[src/rtl/dwp_map.svh]
// Constant map of the dual wiper serial register block
// Behaviour
// RULE_01 - Address 8 is access control; 0,1 wipers
// RULE_02 - Volatile select one: touch wipers only
// RULE_03 - Volatile select zero: reach initial values
// RULE_04 - Initial value reloads wiper at power-up
// RULE_05 - Initial value write also loads wiper
// RULE_06 - Initial value read leaves wiper unchanged
// RULE_07 - Host selects volatile before reading wiper
// RULE_08 - Host writes 40h before non-volatile write
// RULE_09 - Write frame: id, instruction, data byte
// RULE_10 - Read frame: id, instruction, data out
// RULE_11 - Id byte must be 0101 0000
// RULE_12 - Instruction 1011 read, 1100 write, address
// RULE_13 - Mode 0, MSB first, rise in
// RULE_14 - 20ms busy after select rises, blocks writes
// RULE_15 - Bad id or code ignores rest
`ifndef DWP_MAP_SVH
`define DWP_MAP_SVH
// ------------------------------------------------------------
// Addresses and codes
// ------------------------------------------------------------
`define DWP_ADDR_WIPER0    4'h0
`define DWP_ADDR_WIPER1    4'h1
`define DWP_ADDR_ACCESS    4'h8
`define DWP_ID_BYTE        8'h50
`define DWP_OP_READ        4'hB
`define DWP_OP_WRITE       4'hC
// ------------------------------------------------------------
// Access control fields and reset values
// ------------------------------------------------------------
`define DWP_ACR_VOL_BIT    7
`define DWP_ACR_PWR_BIT    6
`define DWP_ACR_BUSY_BIT   5
`define DWP_ACR_RESET      8'h40
`define DWP_WIPER_RESET    8'h40
// ------------------------------------------------------------
// Timing
// ------------------------------------------------------------
`define DWP_CLK_MHZ        100
`define DWP_NV_WRITE_MS    20
`define DWP_NV_WRITE_CYC   (`DWP_NV_WRITE_MS * 1000 * 1000 * `DWP_CLK_MHZ / 1000)
`endif

[src/rtl/dwp_pkg.sv]
// Types shared by the dual wiper register block
package dwp_pkg;
    // Frame decoding states
    typedef enum logic [1:0] {DWP_ID, DWP_INSTR, DWP_DATA, DWP_IGNORE} dwp_frame_e;
    // Synchronised pin group
    typedef struct packed {
        logic cs_n;
        logic sck;
        logic sdi;
    } dwp_pins_s;
endpackage : dwp_pkg

[src/rtl/dwp_nvmem.sv]
// Two-word non-volatile store of initial wiper values
`timescale 1ns/100ps
`default_nettype none
`include "dwp_map.svh"
module dwp_nvmem
(
    // Clock and reset
    input  wire logic       mclk_i,
    input  wire logic       rst_i,
    // Write port
    input  wire logic       wr_i,
    input  wire logic       waddr_i,
    input  wire logic [7:0] wdata_i,
    // Registered read port
    input  wire logic       raddr_i,
    output logic      [7:0] rdata_o
);
    // Storage survives reset, as a non-volatile cell would
    logic [7:0] mem [0:1];

    initial
    begin
        mem[0] = `DWP_WIPER_RESET;
        mem[1] = `DWP_WIPER_RESET;
    end

    // Write port
    always_ff @(posedge mclk_i)
    begin
        if (wr_i)
            mem[waddr_i] <= wdata_i;
    end

    // Registered read
    always_ff @(posedge mclk_i)
    begin
        if (rst_i)
            rdata_o <= 8'h00;
        else
            rdata_o <= mem[raddr_i];
    end
endmodule : dwp_nvmem
`default_nettype wire

[src/rtl/dwp_top.sv]
// Serial register access of a dual wiper potentiometer
`timescale 1ns/100ps
`default_nettype none
`include "dwp_map.svh"
module dwp_top
(
    // Clock and reset
    input  wire logic       mclk_i,
    input  wire logic       rst_i,
    // Serial pins
    input  wire logic       cs_n_i,
    input  wire logic       sck_i,
    input  wire logic       sdi_i,
    output logic            sdo_o,
    output logic            sdo_oe_o,
    // Wiper outputs and status
    output logic      [6:0] wiper0_o,
    output logic      [6:0] wiper1_o,
    output logic            power_down_control_o,
    output logic            nv_write_busy_flag_o
);
    // ------------------------------------------------------------
    // Pin synchronisers
    // ------------------------------------------------------------
    dwp_pkg::dwp_pins_s meta;            // First stage, read by stage two only
    dwp_pkg::dwp_pins_s pins;            // Second stage
    dwp_pkg::dwp_pins_s pins_d;          // Edge history

    // Two flops before any logic sees the pins
    always_ff @(posedge mclk_i)
    begin
        if (rst_i)
        begin
            meta   <= '{cs_n: 1'b1, sck: 1'b0, sdi: 1'b0};
            pins   <= '{cs_n: 1'b1, sck: 1'b0, sdi: 1'b0};
            pins_d <= '{cs_n: 1'b1, sck: 1'b0, sdi: 1'b0};
        end
        else
        begin
            meta   <= '{cs_n: cs_n_i, sck: sck_i, sdi: sdi_i};
            pins   <= meta;
            pins_d <= pins;
        end
    end

    logic sck_rise;                      // Sample point
    logic sck_fall;                      // Shift-out point
    logic cs_fall;                       // Frame start
    logic cs_rise;                       // Frame end
    assign sck_rise = pins.sck & ~pins_d.sck & ~pins.cs_n;
    assign sck_fall = ~pins.sck & pins_d.sck & ~pins.cs_n;
    assign cs_fall  = ~pins.cs_n & pins_d.cs_n;
    assign cs_rise  = pins.cs_n & ~pins_d.cs_n;

    // ------------------------------------------------------------
    // Frame state and shifter
    // ------------------------------------------------------------
    dwp_pkg::dwp_frame_e state;          // Byte phase
    logic [2:0]          bitcnt;         // Bit within byte
    logic [6:0]          shreg;          // Bits gathered so far
    logic [7:0]          in_byte;        // Byte completing this edge
    logic                byte_done;      // Last bit sampled
    logic                op_write;       // Frame is a write
    logic [3:0]          addr;           // Register pointer
    assign in_byte   = {shreg, pins.sdi};
    assign byte_done = sck_rise & (bitcnt == 3'h7);

    // Valid id pattern check [RULE_11]
    function automatic logic id_ok(input logic [7:0] b);
        id_ok = (b == `DWP_ID_BYTE);
    endfunction : id_ok

    // Mode 0 MSB first sampling on rising edge [RULE_13]
    always_ff @(posedge mclk_i)
    begin
        if (rst_i || cs_fall)
        begin
            bitcnt <= 3'h0;
            shreg  <= 7'h00;
        end
        else if (sck_rise)
        begin
            bitcnt <= bitcnt + 3'h1;
            shreg  <= in_byte[6:0];
        end
    end

    // Byte phase sequencing; bad id or code parks frame [RULE_15]
    always_ff @(posedge mclk_i)
    begin
        if (rst_i || cs_fall)
        begin
            state    <= dwp_pkg::DWP_ID;
            op_write <= 1'b0;
            addr     <= 4'h0;
        end
        else if (byte_done)
        begin
            case (state)
                dwp_pkg::DWP_ID:
                    state <= id_ok(in_byte) ? dwp_pkg::DWP_INSTR : dwp_pkg::DWP_IGNORE;
                dwp_pkg::DWP_INSTR:
                begin
                    // Upper nibble code, lower nibble address [RULE_12]
                    op_write <= (in_byte[7:4] == `DWP_OP_WRITE);
                    addr     <= in_byte[3:0];
                    if (in_byte[7:4] == `DWP_OP_WRITE || in_byte[7:4] == `DWP_OP_READ)
                        state <= dwp_pkg::DWP_DATA;
                    else
                        state <= dwp_pkg::DWP_IGNORE;
                end
                dwp_pkg::DWP_DATA:
                    // Pointer advances per data byte, rolling past six
                    addr <= (addr == 4'h6) ? 4'h0 : addr + 4'h1;
                default:
                    state <= dwp_pkg::DWP_IGNORE;
            endcase
        end
    end

    // ------------------------------------------------------------
    // Registers
    // ------------------------------------------------------------
    logic       vol_sel;                 // Volatile select bit
    logic       pwr_bit;                 // Shutdown control, 1 = run
    logic [7:0] wiper0;                  // Volatile wiper 0
    logic [7:0] wiper1;                  // Volatile wiper 1
    logic       busy;                    // Non-volatile write in progress
    logic       nv_pend;                 // Write awaits select rising
    logic [31:0] busy_cnt;               // Programming timer
    logic       wr_strobe;               // Data byte write accepted
    logic       nv_wr;                   // Store initial value
    logic [7:0] nv_rdata;                // Stored value, registered
    logic       recall;                  // Power-up reload pending
    logic [7:0] acr_val;                 // Access control as read
    logic [1:0] recall_step;             // Recall progress
    logic       recall_idx;              // Word being recalled

    assign acr_val   = {vol_sel, pwr_bit, busy, 5'h00};
    // Write only when the frame is a valid write and not busy [RULE_09] [RULE_14]
    assign wr_strobe = byte_done & (state == dwp_pkg::DWP_DATA) & op_write & ~busy;
    // Initial value store only with volatile select clear [RULE_03]
    assign nv_wr     = wr_strobe & ~vol_sel & (addr[3:1] == 3'h0);

    dwp_nvmem u_nvmem
    (
        .mclk_i  (mclk_i),
        .rst_i   (rst_i),
        .wr_i    (nv_wr),
        .waddr_i (addr[0]),
        .wdata_i (in_byte),
        .raddr_i (recall ? recall_idx : addr[0]),
        .rdata_o (nv_rdata)
    );

    // Power-up recall walks both words through the registered port [RULE_04]
    assign recall     = (recall_step != 2'h3);
    assign recall_idx = recall_step[0];

    always_ff @(posedge mclk_i)
    begin
        if (rst_i)
            recall_step <= 2'h0;
        else if (recall)
            recall_step <= recall_step + 2'h1;
    end

    // Access control decode [RULE_01]
    always_ff @(posedge mclk_i)
    begin
        if (rst_i)
        begin
            vol_sel <= 1'b0;
            pwr_bit <= 1'b1;
        end
        else if (wr_strobe && addr == `DWP_ADDR_ACCESS)
        begin
            vol_sel <= in_byte[`DWP_ACR_VOL_BIT];
            pwr_bit <= in_byte[`DWP_ACR_PWR_BIT];
        end
    end

    // Wipers: volatile write, mirrored initial value write, recall [RULE_02] [RULE_05]
    always_ff @(posedge mclk_i)
    begin
        if (rst_i)
        begin
            wiper0 <= `DWP_WIPER_RESET;
            wiper1 <= `DWP_WIPER_RESET;
        end
        else if (recall && recall_step != 2'h0)
        begin
            if (recall_step == 2'h1)
                wiper0 <= nv_rdata;
            else
                wiper1 <= nv_rdata;
        end
        else if (wr_strobe && addr == `DWP_ADDR_WIPER0)
            wiper0 <= in_byte;
        else if (wr_strobe && addr == `DWP_ADDR_WIPER1)
            wiper1 <= in_byte;
    end

    // Busy starts at select rising after a stored write, lasts 20 ms [RULE_14]
    always_ff @(posedge mclk_i)
    begin
        if (rst_i)
        begin
            nv_pend  <= 1'b0;
            busy     <= 1'b0;
            busy_cnt <= 32'h0;
        end
        else if (nv_pend && cs_rise)
        begin
            nv_pend  <= 1'b0;
            busy     <= 1'b1;
            busy_cnt <= 32'(`DWP_NV_WRITE_CYC - 1);
        end
        else
        begin
            if (nv_wr)
                nv_pend <= 1'b1;
            if (busy)
            begin
                busy_cnt <= busy_cnt - 32'h1;
                if (busy_cnt == 32'h0)
                    busy <= 1'b0;
            end
        end
    end

    // ------------------------------------------------------------
    // Read path
    // ------------------------------------------------------------
    logic [7:0] rd_word;                 // Addressed value
    logic [7:0] out_sh;                  // Output shifter
    logic       rd_active;               // Driving data

    // Initial value read leaves wiper untouched [RULE_06]
    always_comb
    begin
        rd_word = 8'h00;
        if (addr == `DWP_ADDR_ACCESS)
            rd_word = acr_val;
        else if (addr == `DWP_ADDR_WIPER0)
            rd_word = vol_sel ? wiper0 : nv_rdata;
        else if (addr == `DWP_ADDR_WIPER1)
            rd_word = vol_sel ? wiper1 : nv_rdata;
    end

    // Shift addressed byte out on falling edges [RULE_10] [RULE_13]
    always_ff @(posedge mclk_i)
    begin
        if (rst_i || cs_fall || pins.cs_n)
        begin
            rd_active <= 1'b0;
            out_sh    <= 8'h00;
        end
        else if (sck_fall && bitcnt == 3'h0)
        begin
            rd_active <= (state == dwp_pkg::DWP_DATA) & ~op_write;
            out_sh    <= rd_word;
        end
        else if (sck_fall)
            out_sh <= {out_sh[6:0], 1'b0};
    end

    // Outputs from flops; open drain drives only low bits
    always_ff @(posedge mclk_i)
    begin
        if (rst_i)
        begin
            sdo_o                <= 1'b0;
            sdo_oe_o             <= 1'b0;
            wiper0_o             <= 7'h40;
            wiper1_o             <= 7'h40;
            power_down_control_o <= 1'b1;
            nv_write_busy_flag_o <= 1'b0;
        end
        else
        begin
            sdo_o                <= 1'b0;
            sdo_oe_o             <= rd_active & ~out_sh[7];
            wiper0_o             <= wiper0[6:0];
            wiper1_o             <= wiper1[6:0];
            power_down_control_o <= pwr_bit;
            nv_write_busy_flag_o <= busy;
        end
    end

    // ------------------------------------------------------------
    // Checks
    // ------------------------------------------------------------
    AST_BAD_ID_BLOCKS: assert property (@(posedge mclk_i) disable iff (rst_i) // [RULE_15]
        (byte_done && state == dwp_pkg::DWP_ID && !id_ok(in_byte)) |=> state == dwp_pkg::DWP_IGNORE)
        else $error("frame not parked after bad id");
    AST_VOL_NO_NV: assert property (@(posedge mclk_i) disable iff (rst_i) // [RULE_02]
        vol_sel |-> !nv_wr)
        else $error("nv write with volatile select");
    AST_MIRROR: assert property (@(posedge mclk_i) disable iff (rst_i) // [RULE_05]
        (nv_wr && addr == 4'h0 && !recall) |=> wiper0 == $past(in_byte))
        else $error("wiper not mirrored");
    AST_BUSY_BLOCK: assert property (@(posedge mclk_i) disable iff (rst_i) // [RULE_14]
        (busy && byte_done && state == dwp_pkg::DWP_DATA && op_write)
            |=> $stable(wiper0) && $stable(wiper1) && $stable(vol_sel) && $stable(pwr_bit))
        else $error("write while busy");
    AST_BUSY_START: assert property (@(posedge mclk_i) disable iff (rst_i) // [RULE_14]
        (nv_pend && cs_rise) |=> busy ##1 busy)
        else $error("busy not started");
    AST_ACR_WR: assert property (@(posedge mclk_i) disable iff (rst_i) // [RULE_01]
        (wr_strobe && addr == 4'h8) |=> vol_sel == $past(in_byte[7]))
        else $error("access control not written");
    AST_NV_READ_KEEP: assert property (@(posedge mclk_i) disable iff (rst_i) // [RULE_06]
        (!wr_strobe && !recall) |=> $stable(wiper0) && $stable(wiper1))
        else $error("wiper changed without write");
    AST_READ_NO_WR: assert property (@(posedge mclk_i) disable iff (rst_i) // [RULE_10]
        (byte_done && state == dwp_pkg::DWP_DATA && !op_write)
            |=> $stable(wiper0) && $stable(wiper1) && $stable(vol_sel))
        else $error("read frame wrote");
endmodule : dwp_top
`default_nettype wire

[config.mk]
export PLATFORM = sky130hd
export DESIGN_NAME = dwp_top
export DESIGN_NICKNAME = d
export VERILOG_FILES = /design/src/rtl/dwp_pkg.sv /design/src/rtl/dwp_nvmem.sv /design/src/rtl/dwp_top.sv
export VERILOG_INCLUDE_DIRS = /design/src /design/src/rtl
export SDC_FILE = /design/constraint.sdc
export NUM_CORES = 1
export LEC_CHECK = 0
export BUFFER_PORTS_ARGS = -buffer_cell sky130_fd_sc_hd__buf_2
export CORE_ASPECT_RATIO = 1.2
export CORE_MARGIN = 5
export CORE_UTILIZATION = 61
export CTS_CLUSTER_SIZE = 28
export DETAILED_ROUTE_END_ITERATION = 16
export PLACE_DENSITY = 0.79
export SLEW_MARGIN = 10
export SYNTH_ARGS = -nofsm -noshare
export SYNTH_HDL_FRONTEND = slang
export SYNTH_HIERARCHICAL = 1
export SYNTH_SLANG_ARGS = --single-unit
[constraint.sdc]
create_clock -name mclk_i -period 4.7 [get_ports mclk_i]
set_clock_uncertainty 0.15 [all_clocks]
set_input_delay 0.94 -clock mclk_i [delete_from_list [all_inputs] [get_ports mclk_i]]
set_output_delay 0.94 -clock mclk_i [all_outputs]
set_load 0.1 [all_outputs]
After elaboration in Yosys (flattened, before gate mapping) --
Memory sizes are Yosys's and may differ from the RTL's. A register that Yosys moved wholly into a read port is not among the register bits. Index checks and enable logic that the tools add are counted.
Cells by class: add/subtract/negate cells 4, equal/unequal tests 14, muxes and demuxes 27, bitwise logic cells 23, reduce and logical (&&, ||, !) cells 26
Operator list (number):
- $mux W8 | 14
- $mux W21 | 2
- $logic_not A32 Y1 | 1
- $sub A32 B1 Y32 const B | 1
- $and A1 B1 Y1 | 14
- $eq A4 B4 Y1 const B | 3
- $reduce_bool A2 Y1 | 6
- $not A1 Y1 | 9
- $eq A8 B7 Y1 const B | 1
- $pmux W4 S2 | 1
- $reduce_and A2 Y1 | 4
- $mux W1 | 7
- $logic_and A1 B1 Y1 | 6
- $logic_not A3 Y1 | 2
- $ne A2 B2 Y1 const B | 3
- $pmux W2 S3 | 1
- $add A4 B1 Y4 const B | 1
- $eq A2 B1 Y1 const B | 2
- $eq A4 B1 Y1 const B | 1
- $eq A4 B3 Y1 const B | 1
- $logic_not A4 Y1 | 1
- $mux W4 | 1
- $add A3 B1 Y3 const B | 1
- $eq A3 B3 Y1 const B | 1
- other kinds (8) | 10
Storage, ports and cells: register bits after elaboration 105, bits in writable memories 16, input port bits 5, output and inout bits 18, word-level logic and storage cells 124, memories 1
Memories:
- u_nvmem.mem | words 2, width 8, read ports 1, clocked after memory_dff 1, wr ports 1, line dwp_nvmem.sv:19 | logic [7:0] mem [0:1];

Longest topological paths before layout --
depth in word-level cells 11, mapped depth 8, depth with buffers taken out 6

Cells and area by module --
Netlist, hierarchy kept.
By module, submodules not included:
- dwp_top | instances 1, cells an instance 523, area an instance 4799.6 sq um, seq. area each 2102.0 sq um
- dwp_nvmem | instances 1, cells an instance 44, area an instance 778.2 sq um, seq. area each 640.6 sq um

Worst setup path before layout --
OpenSTA, ideal clock, no wires.
kind register to register, start register busy_cnt[0], end register busy_cnt[28], setup time 0.070 ns, data arrival time 1.966 ns, required time 4.480 ns, slack 2.514 ns, cell stages (with the launch flop) 8, path buffers 1, clock period less this slack 2.186 ns, cells stage by stage dfxtp_1 inv_1 ha_1 nor4bb_1 clkbuf_1 nand3_1 or4_2 a21oi_1
Between the ends: cells in the longest elaborated chain, start to end 1
Ends and longest elaborated chain:
- start, declared | line dwp_top.sv:130 | logic [31:0] busy_cnt;
- start signal, assigned | line dwp_top.sv:217 | busy_cnt <= 32'(`DWP_NV_WRITE_CYC - 1);
- start signal, assigned | line dwp_top.sv:225 | busy_cnt <= busy_cnt - 32'h1;
- $sub A32 B1 Y32 | line dwp_top.sv:225
No other way between the ends. A chain may end at the register's enable or synchronous reset.

Worst setup path after layout --
Ends and elaborated chain as after synthesis.

==> flow_metrics.env <==
export IMPL_cp_max_fo=8
export IMPL_cts_htree_levels=4
export IMPL_status="finished, final reports clean"
export IMPL_grt_usage_pct=21.2
export IMPL_syn_area_per_cell_um2=9.84
export IMPL_n_antenna_cell=0
export IMPL_setup_viol=0
export IMPL_arrival_ps=3160
export IMPL_grt_pass1_wl_um=19000
export IMPL_worst_pin_slew_ps=1050
export IMPL_grt_setup_unrepaired="no"
export IMPL_cap_violations=0
export IMPL_area_growth_pct=11.0
export IMPL_async_flop_share_pct=0
export IMPL_grt_overflow=0
export IMPL_finalHoldViolCount=0
export IMPL_die_w_um=97.3
export IMPL_crit_path_start_kind="register"
export IMPL_p_int_w=0.00191
export IMPL_slew_violations=0
export IMPL_drt_iter0_drc=313
export IMPL_synth_most_common_cell="dfxtp_1"
export IMPL_grt_max_degree=40
export IMPL_power_leakage_nw=2.33
export IMPL_start_util_pct=62.1
export IMPL_period_minus_slack_ps=2870
export IMPL_die_area_um2=11200
export IMPL_synth_edff_count=16
export IMPL_maxSlewHeadroom_pct=29.5
export IMPL_cts_tree="built"
export IMPL_cp_required_ps=4990
export IMPL_cts_buffers=17
export IMPL_routed_wl_um=11400
export IMPL_synth_seq_area_share_pct=49.2
export IMPL_worstSetupPathType="reg -> reg"
export IMPL_via_per_inst=5.83
export IMPL_synth_area_leaders="dfxtp_1, edfxtp_1, mux2i_1, nor2_1, a21oi_1"
export IMPL_synth_ff_type="dfxtp_1"
export IMPL_cts_repair_resized=0
export IMPL_die_y_um=115
export IMPL_cts_setup_buffers=0
export IMPL_drc=0
export IMPL_combPwrFrac_pct=8.5
export IMPL_fin_util_pct=68.9
export IMPL_io_buffer_count=21
export IMPL_drive_above_1_share_pct=13.5
export IMPL_cts_root_buf="clkbuf_8"
export IMPL_synthCells=567
export IMPL_synth_seq_cells=129
export IMPL_vias=4120
export IMPL_postCtsHoldBufs=0
export IMPL_firstDrtPassIters=4
export IMPL_ir_drop_mv=0.318
export IMPL_power_clock_fraction_pct=44.9
export IMPL_ant_nets=0
export IMPL_p_per_area_nw_per_um2=403
export IMPL_yosys_top_cells_count="dfxtp_1, nor2_1, a21oi_1, mux2i_1"
export IMPL_end_kind="register"
export IMPL_seqPwrFrac_pct=46.6
export IMPL_cts_reportedPaths_clkPinSlew_ps=60
export IMPL_antenna_found_initial=0
export IMPL_clock_latency_ps=520
export IMPL_core_area_um2=8990
export IMPL_cts_path_max_buffers=2
export IMPL_period_share_pct=61.0
export IMPL_ios=23
export IMPL_layout_nets=589
export IMPL_yosysWarnings=6
export IMPL_ys_types=59
export IMPL_rows=38
export IMPL_min_path_type="reg -> reg"
export IMPL_grt_pass1_vias=4019
export IMPL_place_hpwl_um=7850
export IMPL_syn_num_nets=582
export IMPL_switching_share_pct=23.6
export IMPL_yosysTopAreaCell="dfxtp_1"
export IMPL_p_switching_w=0.000588
export IMPL_routedWlPerCell_um=16.1
export IMPL_synth_cell_area_um2=5580
export IMPL_synth_top_area_share_pct=40.6
export IMPL_clock_sinks=129
export IMPL_max_freq_ghz=0.349
export IMPL_gp_congestion=0.906
export IMPL_tns_ps=0
## final cells by class
class,count,area [um2]
repair buffers,22,113
flip-flops and latches,129,2740
clock buffers,23,437
well taps,120,150
clock inverters,9,66.3
multi-input cells,380,2590
inverters,24,90.1
fillers,678,2790
## worst max-delay path, stage by stage (launching register included)
cell	delay (ps)
dfxtp_1	340
inv_1	90
ha_1	160
nor4bb_1	790
nand3_1	400
or4_2	700
a21oi_1	150
## stage by stage
| stage | instances | worst slack, ps | hold WS, ps | area (um2) | total power [W] |
|---|---|---|---|---|---|
| 2_1_floorplan | 567 | 2510 | 239 | 5580 | 0.00136 |
| 3_3_place_gp | 675 | 1910 | 242 | 5690 | 0.00139 |
| 3_5_place_dp | 675 | 1820 | 249 | 5690 | 0.00139 |
| 4_1_cts | 707 | 1820 | 269 | 6190 | 0.00251 |
| 5_1_grt | 707 | 1610 | 297 | 6190 | 0.00258 |
| 6_report | 707 | 1830 | 263 | 6190 | 0.00249 |
## state kept, by name (all words and copies together) (netlist names), 3 cells and up
name	cells
wiper0	8
wiper1_o	7
u_nvmem/mem	16
addr	4
bitcnt	3
wiper0_o	7
u_nvmem/rdata_o	8
wiper1	8
meta	3
shreg	7
busy_cnt	32
out_sh	8
## cells by family after synthesis
logic type | after synthesis | synth area share (%)
muxes | 48 | 8.91
xor gates and xnor gates | 13 | 2.04
buffers and inverters | 58 | 4.40
adders and majority gates | 10 | 2.24
and+or+nand+nor | 202 | 21.1
AOI/OAI and AO/OA | 106 | 12.1
DFF | 129 | 49.2
other | 1 | 0.0672
## power groups by stage
stage | Combinational [W] | Clock [W] | Sequential, W
2_1_floorplan | 0.000139 | 0 | 0.00122
3_3_place_gp | 0.000207 | 0 | 0.00118
3_5_place_dp | 0.000210 | 0 | 0.00118
4_1_cts | 0.000212 | 0.00114 | 0.00116
5_1_grt | 0.000225 | 0.00119 | 0.00116
6_report | 0.000212 | 0.00112 | 0.00116
## cells in the final DEF (no fill, tap or decap), types with 3 or more instances in the layout
cell,instances
nor2_1,63
xor2_1,6
or4_1,14
or4_4,3
nand3_1,10
or3_1,9
o21ai_0,22
nor3_1,9
nand2b_1,6
nor4_1,4
inv_1,24
xnor2_1,7
clkinv_1,3
mux2i_1,35
clkbuf_16,16
a211o_1,3
edfxtp_1,16
clkbuf_1,6
a211oi_1,6
or4b_1,4
nand2_1,16
o221ai_1,5
a221oi_1,4
and2_1,3
buf_2,21
clkinv_2,5
ha_1,10
a31oi_1,6
or2_2,7
nor3b_1,6
and3_1,7
nor2b_1,21
mux2_2,13
dfxtp_1,113
a21oi_1,35
o31ai_1,13
## routing by layer
layer | wire [um] | share of wire [%] | global-route usage (%)
met3 | 349 | 3.1 | 5.28
met5 | 0 | 0 | 0
met4 | 308 | 2.7 | 10.1
met1 | 4820 | 42 | 24.3
met2 | 5920 | 52 | 37.6
## final timing paths
check        cells past startpoint         from            to  slack [ps]
min reg2reg                      1      meta[2]       pins[2]         260
max reg2reg                      6  busy_cnt[0]  busy_cnt[28]        1830
max                              6  busy_cnt[0]  busy_cnt[28]        1830
min                              1      meta[2]       pins[2]         260
No activity file was read; power rests on OpenSTA's default activity.
